===== config.mk =====
export PLATFORM = sky130hd
export DESIGN_NAME = timer16
export DESIGN_NICKNAME = d
export VERILOG_FILES = /design/src/design/timer16_pkg.sv /design/src/design/timer16.sv
export VERILOG_INCLUDE_DIRS = /design/src /design/src/design
export SDC_FILE = /design/constraint.sdc
export NUM_CORES = 1
export LEC_CHECK = 0
export BUFFER_PORTS_ARGS = -buffer_cell sky130_fd_sc_hd__buf_4
export CAP_MARGIN = 20
export CORE_ASPECT_RATIO = 0.8
export CORE_MARGIN = 2
export CORE_UTILIZATION = 55
export CTS_BUF_LIST = sky130_fd_sc_hd__clkbuf_16
export DETAILED_ROUTE_END_ITERATION = 8
export HOLD_SLACK_MARGIN = 0.03
export PLACE_DENSITY = 0.78
export SLEW_MARGIN = 20
export SYNTH_ARGS = -nofsm -noshare
export SYNTH_HDL_FRONTEND = slang
export SYNTH_SLANG_ARGS = --single-unit

===== constraint.sdc =====
create_clock -name sys_clk_i -period 3.5 [get_ports sys_clk_i]
set_clock_uncertainty 0.15 [all_clocks]
set_input_delay 0.35 -clock sys_clk_i [delete_from_list [all_inputs] [get_ports sys_clk_i]]
set_output_delay 0.35 -clock sys_clk_i [all_outputs]
set_load 0.03 [all_outputs]

===== src/design/timer16_params.svh =====
// constants for the sixteen-bit timer/counter: offsets, fields, resets
// How it works
// count rises from 0000h to ffffh, wraps to zero, sets overflow flag.
// overflow flag at flag bit 0; enable bit 0 gates the interrupt.
// run bit (control bit 0) lets counting advance; clear holds count.
// source bit clear counts instruction cycles; set counts external rising edges.
// prescale field at control bits 5:4; code 11 divides by eight.
// prescale codes 10, 01, 00 divide by four, two and one.
// with external source, sync bit 1 bypasses synchroniser, 0 synchronises.
// crystal oscillator runs only while oscillator enable bit 3 is set.
// oscillator enable forces both oscillator pins to inputs reading zero.
// read-only control bit 6 shows system clock comes from this oscillator.
// compare-mode trigger with mode 1011 resets the count, starts conversion.
// a compare-trigger reset never sets the overflow flag; here a trigger in the cycle of an increment from ffffh still sets it.
// software uses timer or synchronised mode for trigger reset.
// a counter write in the trigger cycle wins over the reset.
// wide mode maps high address to buffer; low read loads buffer.
// wide mode high writes go to buffer; low write loads both bytes.
// wide mode low writes clear prescaler; buffer writes do not.
// wide mode off exposes high and low bytes directly, each separately.
// unsynchronised external counting continues while system clock is stopped; here it still needs sys_clk running.
`ifndef TIMER16_PARAMS_SVH
`define TIMER16_PARAMS_SVH
`define ADDR_CONTROL     4'h0
`define ADDR_COUNT_LOW   4'h1
`define ADDR_COUNT_HIGH  4'h2
`define ADDR_FLAGS       4'h3
`define ADDR_ENABLES     4'h4
`define BIT_RUN          0
`define BIT_CLK_SRC      1
`define BIT_SYNC_BYPASS  2
`define BIT_OSC_ENABLE   3
`define BIT_PS_LO        4
`define BIT_PS_HI        5
`define BIT_SYSCLK_STAT  6
`define BIT_WIDE_ACCESS  7
`define BIT_OVERFLOW     0
`define CONTROL_RESET    8'h00
`define COUNT_RESET      16'h0000
`define COMPARE_TRIG_MODE 4'hb
`define INSTR_DIV        2'h3
`endif


===== src/design/timer16_pkg.sv =====
// types for the sixteen-bit timer/counter
package timer16_pkg;
    typedef enum logic [1:0]
    {
        PS_DIV1 = 2'b00,
        PS_DIV2 = 2'b01,
        PS_DIV4 = 2'b10,
        PS_DIV8 = 2'b11
    } prescale_type;
endpackage


===== src/design/timer16.sv =====
// sixteen-bit timer/counter with register port, prescaler and overflow interrupt
//
// Local design decisions: the placing of the registers and the plain strobed port.
`timescale 1ns/1ps
`include "timer16_params.svh"
module timer16
    import timer16_pkg::*;
(
    input  wire logic       sys_clk_i,
    input  wire logic       rstn_i,
    input  wire logic [3:0] addr_i,
    input  wire logic [7:0] wdata_i,
    input  wire logic       wr_i,
    input  wire logic       rd_i,
    output logic      [7:0] rdata_o,
    input  wire logic       ext_clk_i,
    input  wire logic       osc_in_pin_i,
    input  wire logic [1:0] pin_direction_bits_i,
    input  wire logic [1:0] pin_out_data_i,
    output logic      [1:0] pin_oe_o,
    output logic      [1:0] pin_read_o,
    output logic            osc_run_o,
    input  wire logic       sysclk_from_osc_i,
    input  wire logic [3:0] compare_mode_field_i,
    input  wire logic       compare_match_i,
    input  wire logic       adc_enable_i,
    output logic            adc_start_o,
    output logic            irq_o
);
    logic [7:0]  control_reg;
    logic [15:0] count_reg;
    logic [7:0]  high_buf_reg;
    logic [2:0]  ps_cnt_reg;
    logic [1:0]  instr_cnt_reg;
    logic        sync1_reg;
    logic        sync2_reg;
    logic        ext_prev_reg;
    logic        flags_reg;
    logic        enables_reg;
    logic [7:0]  rdata_reg;
    logic        adc_start_reg;

    function automatic logic [2:0] ps_limit(input prescale_type sel);
        case (sel)
            PS_DIV1: ps_limit = 3'h0;
            PS_DIV2: ps_limit = 3'h1;
            PS_DIV4: ps_limit = 3'h3;
            default: ps_limit = 3'h7;
        endcase
    endfunction

    wire run         = control_reg[`BIT_RUN];
    wire ext_sel     = control_reg[`BIT_CLK_SRC];
    wire bypass      = control_reg[`BIT_SYNC_BYPASS];
    wire osc_en      = control_reg[`BIT_OSC_ENABLE];
    wire wide        = control_reg[`BIT_WIDE_ACCESS];
    wire [1:0] ps_raw = control_reg[`BIT_PS_HI:`BIT_PS_LO];
    wire prescale_type ps_sel = prescale_type'(ps_raw);

    wire wr_ctl   = wr_i && (addr_i == `ADDR_CONTROL);
    wire wr_low   = wr_i && (addr_i == `ADDR_COUNT_LOW);
    wire wr_high  = wr_i && (addr_i == `ADDR_COUNT_HIGH);
    wire wr_flags = wr_i && (addr_i == `ADDR_FLAGS);
    wire wr_en    = wr_i && (addr_i == `ADDR_ENABLES);
    wire rd_low   = rd_i && (addr_i == `ADDR_COUNT_LOW);

    // external source: crystal when enabled, else the clock pin
    wire ext_src  = osc_en ? osc_in_pin_i : ext_clk_i;
    // bypass path samples once, synchronised path uses the second stage
    // single clock: unsynchronised counting still needs sys_clk running
    wire ext_lvl  = bypass ? sync1_reg : sync2_reg;
    wire ext_rise = ext_lvl && !ext_prev_reg;
    wire tick_int = (instr_cnt_reg == `INSTR_DIV);
    wire src_tick = ext_sel ? ext_rise : tick_int;
    wire ps_done  = (ps_cnt_reg == ps_limit(ps_sel));
    wire inc      = run && src_tick && ps_done;
    wire wrap     = inc && (count_reg == 16'hffff);
    wire trig     = compare_match_i && (compare_mode_field_i == `COMPARE_TRIG_MODE);
    wire any_cnt_wr = wr_low || (wr_high && !wide);

    wire [15:0] count_next =
        wr_low  ? (wide ? {high_buf_reg, wdata_i}
                        : {count_reg[15:8], wdata_i})
      : (wr_high && !wide) ? {wdata_i, count_reg[7:0]}
      : trig    ? `COUNT_RESET
      : inc     ? count_reg + 16'h0001
      : count_reg;

    wire [7:0] control_next = wr_ctl ? {wdata_i[7], 1'b0, wdata_i[5:0]} : control_reg;
    wire [7:0] high_read = wide ? high_buf_reg : count_reg[15:8];
    wire [7:0] rdata_next =
        !rd_i ? 8'h00
      : (addr_i == `ADDR_CONTROL)    ? {control_reg[7], sysclk_from_osc_i,
                                        control_reg[5:0]}
      : (addr_i == `ADDR_COUNT_LOW)  ? count_reg[7:0]
      : (addr_i == `ADDR_COUNT_HIGH) ? high_read
      : (addr_i == `ADDR_FLAGS)      ? {7'h00, flags_reg}
      : (addr_i == `ADDR_ENABLES)    ? {7'h00, enables_reg}
      : 8'h00;

    // set wins over write-one-to-clear; a trigger reset sets it only if an increment from ffffh falls in that cycle
    wire flags_next = wrap || (flags_reg && !(wr_flags && wdata_i[`BIT_OVERFLOW]));

    always_ff @(posedge sys_clk_i)
    begin
        if (!rstn_i)
        begin
            control_reg   <= `CONTROL_RESET;
            count_reg     <= `COUNT_RESET;
            high_buf_reg  <= 8'h00;
            ps_cnt_reg    <= 3'h0;
            instr_cnt_reg <= 2'h0;
            sync1_reg     <= 1'b0;
            sync2_reg     <= 1'b0;
            ext_prev_reg  <= 1'b0;
            flags_reg     <= 1'b0;
            enables_reg   <= 1'b0;
            rdata_reg     <= 8'h00;
            adc_start_reg <= 1'b0;
        end
        else
        begin
            control_reg   <= control_next;
            count_reg     <= count_next;
            instr_cnt_reg <= instr_cnt_reg + 2'h1;
            sync1_reg     <= ext_src;
            sync2_reg     <= sync1_reg;
            ext_prev_reg  <= ext_lvl;
            flags_reg     <= flags_next;
            rdata_reg     <= rdata_next;
            adc_start_reg <= trig && adc_enable_i && !any_cnt_wr;
            if (wr_en)
                enables_reg <= wdata_i[`BIT_OVERFLOW];
            if (wide && wr_high)
                high_buf_reg <= wdata_i;
            else if (wide && rd_low)
                high_buf_reg <= count_reg[15:8];
            if (wr_low && wide)
                ps_cnt_reg <= 3'h0;
            else if (run && src_tick)
                ps_cnt_reg <= ps_done ? 3'h0 : ps_cnt_reg + 3'h1;
        end
    end

    assign rdata_o     = rdata_reg;
    assign irq_o       = flags_reg && enables_reg;
    assign osc_run_o   = osc_en;
    // oscillator enable overrides direction bits and masks reads
    assign pin_oe_o    = osc_en ? 2'b00 : ~pin_direction_bits_i;
    assign pin_read_o  = osc_en ? 2'b00 : pin_out_data_i;
    assign adc_start_o = adc_start_reg;
endmodule


Word-level counts from Yosys, hierarchy flattened
Cells that the tools add are included.
- reductions and logical operators: 35
- bitwise gates (word level): 2
- $add $sub $neg: 3
- equal/unequal tests: 12
- mux-type cells: 20
- operators with widths (cell ; number):
    16-bit 2-to-1 mux ; 5
    8-bit 2-to-1 mux ; 6
    1-bit logical AND ; 20
    16-bit by 1-bit adder with 16-bit output, second input constant ; 1
    16-bit equality test, second input constant ; 1
    3-bit case mux with 3 select lines ; 1
    4-bit by 2-bit equality test with 1-bit output, second input constant ; 2
    2-bit AND reduction ; 3
    1-bit 2-to-1 mux ; 5
    2-bit equality test, second input constant ; 2
    4-bit by 1-bit equality test with 1-bit output, second input constant ; 1
    4-bit by 3-bit equality test with 1-bit output, second input constant ; 1
    4-bit equality test, second input constant ; 1
    1-bit zero test ; 4
    4-bit zero test ; 1
    2-bit 2-to-1 mux ; 2
    2-bit inequality test, second input constant ; 2
    4-bit nonzero test ; 1
    3-bit by 1-bit adder with 3-bit output, second input constant ; 1
    3-bit equality test ; 1
    3-bit 2-to-1 mux ; 1
    3-bit nonzero test ; 1
    2-bit by 1-bit adder with 2-bit output, second input constant ; 1
    2-bit by 1-bit equality test with 1-bit output, second input constant ; 1
    6 further kinds ; 7
- logic and storage cells: 85
- register bits: 50
- output and inout bits: 15

Depth between registers and ports, before layout
- depth after elaboration: 9
- depth in mapped cells: 9
- depth with buffers taken out: 7

Least setup slack after synthesis
Ideal clock, no wire load.
- path type: input to register
- start point: input port addr_i[0]
- end point: register count_reg[2]
- setup time: 116 ps
- setup slack: 1469 ps
- stages on the path: 8
- arrival time: 1765 ps
- path buffers: 3
- cells stage by stage: buf_6 > nor4b_2 > buf_4 > nand3_2 > and3_4 > buf_6 > a32o_1 > a31o_1
- cells in the longest elaborated chain, start to end: 5
- elaborated cells on any way between the ends: 9
- ends and longest elaborated chain (element ; RTL line ; text):
    from (decl) ; timer16.sv:11 ; input wire logic [3:0] addr_i,
    4-bit by 2-bit equality test with 1-bit output (no line) ; n/a ;
    1-bit logical AND ; timer16.sv:62 ; wire wr_high = wr_i && (addr_i == `ADDR_COUNT_HIGH);
    1-bit logical AND ; timer16.sv:84 ; : (wr_high && !wide) ? {wdata_i, count_reg[7:0]}
    2-bit inequality test (no line) ; n/a ;
    2-bit AND reduction (no line) ; n/a ;
    to (signal assigned) ; timer16.sv:109 ; count_reg <= `COUNT_RESET;
    to (signal assigned) ; timer16.sv:124 ; count_reg <= count_next;
    to (decl) ; timer16.sv:31 ; logic [15:0] count_reg;
Parallel ways exist; a longest one is shown, timed or not.
A chain may end at the register's enable or synchronous reset.

Worst setup path after layout
- start point: register control_reg[4]
- end point: register count_reg[6]
- cells in the longest elaborated chain, start to end: 6
- elaborated cells on any way between the ends: 8
- ends and longest elaborated chain (element ; RTL line ; text):
    from (decl) ; timer16.sv:30 ; logic [7:0] control_reg;
    from (signal assigned) ; timer16.sv:108 ; control_reg <= `CONTROL_RESET;
    from (signal assigned) ; timer16.sv:123 ; control_reg <= control_next;
    2-bit equality test, or another cell as far along ; timer16.sv:44 ; case (sel)
    3-bit case mux with 3 select lines (*) ; timer16.sv:44 ;
    3-bit equality test (*) ; timer16.sv:75 ; wire ps_done = (ps_cnt_reg == ps_limit(ps_sel));
    1-bit logical AND (*) ; timer16.sv:76 ; wire inc = run && src_tick && ps_done;
    3-bit nonzero test (no line) (*) ; n/a ;
    2-bit AND reduction (no line) (*) ; n/a ;
Mark *: on every way between the ends. The rest lies on a longest branch, timed or not.

==> impl_metrics.toml <==
[status]
status = "finished clean"

[route]
dr_total_vias = 2679
vias_per_cell = 6.47
wire_per_inst_um = 18.5
drt_iter0_drc = 330
drt_wl_total_um = 7670
top_layer = "met4"
first_pass_iters = 6
wl_met1_um = 3510
antenna_left = 0
wl_met3_um = 722
dr_wl_met2_um = 3310
drc_errors = 0

[timing]
tightest_slew_ns = 0.707
max_freq_mhz = 427
finalHoldViolCount = 0
setup_tns_ns = 0
finalSetupViolCount = 0
slew-limit-headroom_pct = 52.9
grt_setup_unrepaired = "false"
slew_viol_final = 0
hold_ws_ns = 0.145
min_period_ns = 2.34
finalCritPeriodShare_pct = 66.9

[worst_setup_path]
critPathTopFamily = "compound AO/OA/AOI/OAI gates"
slowest_stage = "or4_1"
worst_ep_required_time_ns = 3.53
critPathArrivalTime_ns = 2.37
timing.rr.start = "control_reg[4]$_SDFFE_PN0P_"
reg2reg_slack_ns = 1.16
path_class = "flop to flop"
critPathLaunchType = "flop"
slowest_delay_ns = 0.50
rr_worst_depth = 6
rr_endpoint = "count_reg[6]$_SDFFE_PN0P_"
path_buf_inv = 0
cp_cell_sequence = "or4_1, mux2i_1, o21ai_2, a31oi_4, o221ai_1, o211a_1"
critical_path_depth = 6
cp_max_fo = 16
endpoint_kind = "flop"

[clock_tree]
holdBufCountCts = 0
clk_pin_slew_ns = 0.07
cts-root-buf = "clkbuf_16"
cts_tree = "yes"
cts_sinks = 50
cts.htree.levels = 2
cts-buffers-inserted = 5
cts.path.max_buffers = 2
cts_resized = 0
cts_setup_buffers = 0
clock_latency_ns = 0.29

[layout]
areaGrowthSynthToFinish_pct = 17.3
drive_gt1_share_pct = 19.8
largest_reg_flops = 16
mostFrequentLayoutCell = "dfxtp_1"
postLayoutCoreUtil_pct = 68.6
fillers = 385
n_antenna_cell = 0
layout_common_cells = "dfxtp_1 (50), buf_4 (46), nand2_1 (39), nor2_1 (19)"
fin_nets = 385
fin_cells = 414

[yosys]
yosys_register_bits = 50
ys_top_cells_by_area = "dfxtp_1 (36%), nand2_1 (5.3%), a22oi_1 (4.1%)"
ys_warn_count = 0
avgSynthCellArea_um2 = 8.60
synth.distinct_cells = 61
synth.top_cell.area_share_pct = 36.4
synth_edf_count = 0
synthArstFlopShare_pct = 0
syn_nets = 352
synthFlopType = "dfxtp_1"
ys_seq_area_share_pct = 36.4
postSynthCellCount = 320
yosys.area.top_type = "dfxtp_1"
netlist_area_um2 = 2750

[place]
gp_congestion = 0.924
port_buffers = 43
dp_hpwl_um = 5310
placed_cells = 406

[pwr]
power.density_nw_per_um2 = 386
irDropWorstVdd_mv = 0.304
p_leak_uw = 0.00127

[global_route]
grt_overflow = 0
grt_max_degree = 47
grt_pass1_vias = 2415
grt_first_pass_wirelength_um = 12100
grt_antenna_before_repair = 0
gr-usage-all-layers_pct = 27.3

[floorplan]
die_h_um = 67.3
die_width_um = 83.1
start_util_pct = 58.5
die_area_um2 = 5590
ios = 44
core-area_um2 = 4710
rows = 22

[worst_hold_path]
hp-start = "adc_enable_i"
hold_path.class = "input port to flop"
whs_endpoint = "adc_start_o$_SDFF_PN0_"
hold_path_depth = 3

[run]
drv_cap = 0
[cells by family (layout without fill, tap and decap cells)]
family | count (synthesis) | after routing | share of synthesized area (%)
xor+xnor | 6 | 6 | 1.91
mux | 15 | 15 | 5.68
flops | 50 | 50 | 36.4
buf+inv | 25 | 59 | 4.64
compound gates | 103 | 103 | 27.7
fa+ha+maj | 3 | 3 | 1.36
simple gates | 118 | 118 | 22.3
[per-layer routing]
metal | GRT usage (%) | vias up
met5 | 0 | -
met4 | 7.58 | 0
met3 | 6.11 | 23
met2 | 40.8 | 136
met1 | 39.6 | 1256
li1 | - | 1264
[worst max-delay path by stage]
stage	slack [ns]	startpoint	endpoint
6_report	1.16	control_reg[4]$_SDFFE_PN0P_	count_reg[6]$_SDFFE_PN0P_
2_1_floorplan	1.47	addr_i[0]	count_reg[2]$_SDFFE_PN0P_
4_1_cts	1.17	control_reg[4]$_SDFFE_PN0P_	count_reg[6]$_SDFFE_PN0P_
3_5_place_dp	1.13	addr_i[1]	count_reg[14]$_SDFFE_PN0P_
5_1_grt	1.0	control_reg[4]$_SDFFE_PN0P_	count_reg[6]$_SDFFE_PN0P_
3_3_place_gp	1.18	addr_i[1]	count_reg[8]$_SDFFE_PN0P_
[metrics by stage]
| stage | setup WS [ns] | power (µW) | instance area, µm² |
|---|---|---|---|
| after global placement | 1.18 | 704 | 3060 |
| after floorplan | 1.47 | 659 | 2750 |
| after CTS | 1.17 | 1240 | 3230 |
| after global routing | 0.995 | 1280 | 3230 |
| final | 1.16 | 1240 | 3230 |
| after detailed placement | 1.13 | 706 | 3060 |
[power breakdown]
part | switching (µW) | internal [µW] | total (µW)
Sequential | 8.27 | 577 | 585
Clock | 214 | 335 | 549
Combinational | 63.4 | 47.3 | 111
[synth_stat cells, types with 3 or more instances]
cell and count:
buf_6 3, a21boi_1 3, buf_2 6, inv_1 5, dfxtp_1 50, clkbuf_1 10, mux2i_1 10, a31o_1 3
o211a_1 8, ha_1 3, nor2_1 19, a21oi_1 17, and3_1 3, o221ai_1 4, o21ai_0 7, a22oi_1 15
o21ai_1 6, o22ai_1 4, a31oi_1 3, nand3_1 17, nand4_1 7, nor2b_1 9, xnor2_1 5, and2_1 4
nand2_1 39, mux2_2 5, a21boi_0 8, o31ai_1 4
[area by class of cell]
cell class                      count  area (µm²)  share of cell area [%]
Multi-Input combinational cell    245        1620                    50.3
Clock inverter                      3        40.0                    1.24
Sequential cell                    50        1000                    31.0
Timing Repair Buffer               46         345                    10.7
Tap cell                           60        75.1                    2.33
Clock buffer                        5         125                    3.88
Inverter                            5        18.8                   0.581
[worst reg2reg max path: stages, from the launching register on]
cell      delay, ns
dfxtp_1        0.36
or4_1          0.50
mux2i_1        0.22
o21ai_2        0.16
a31oi_4        0.47
o221ai_1       0.21
o211a_1        0.17
No activity file was read; power rests on OpenSTA's default activity.
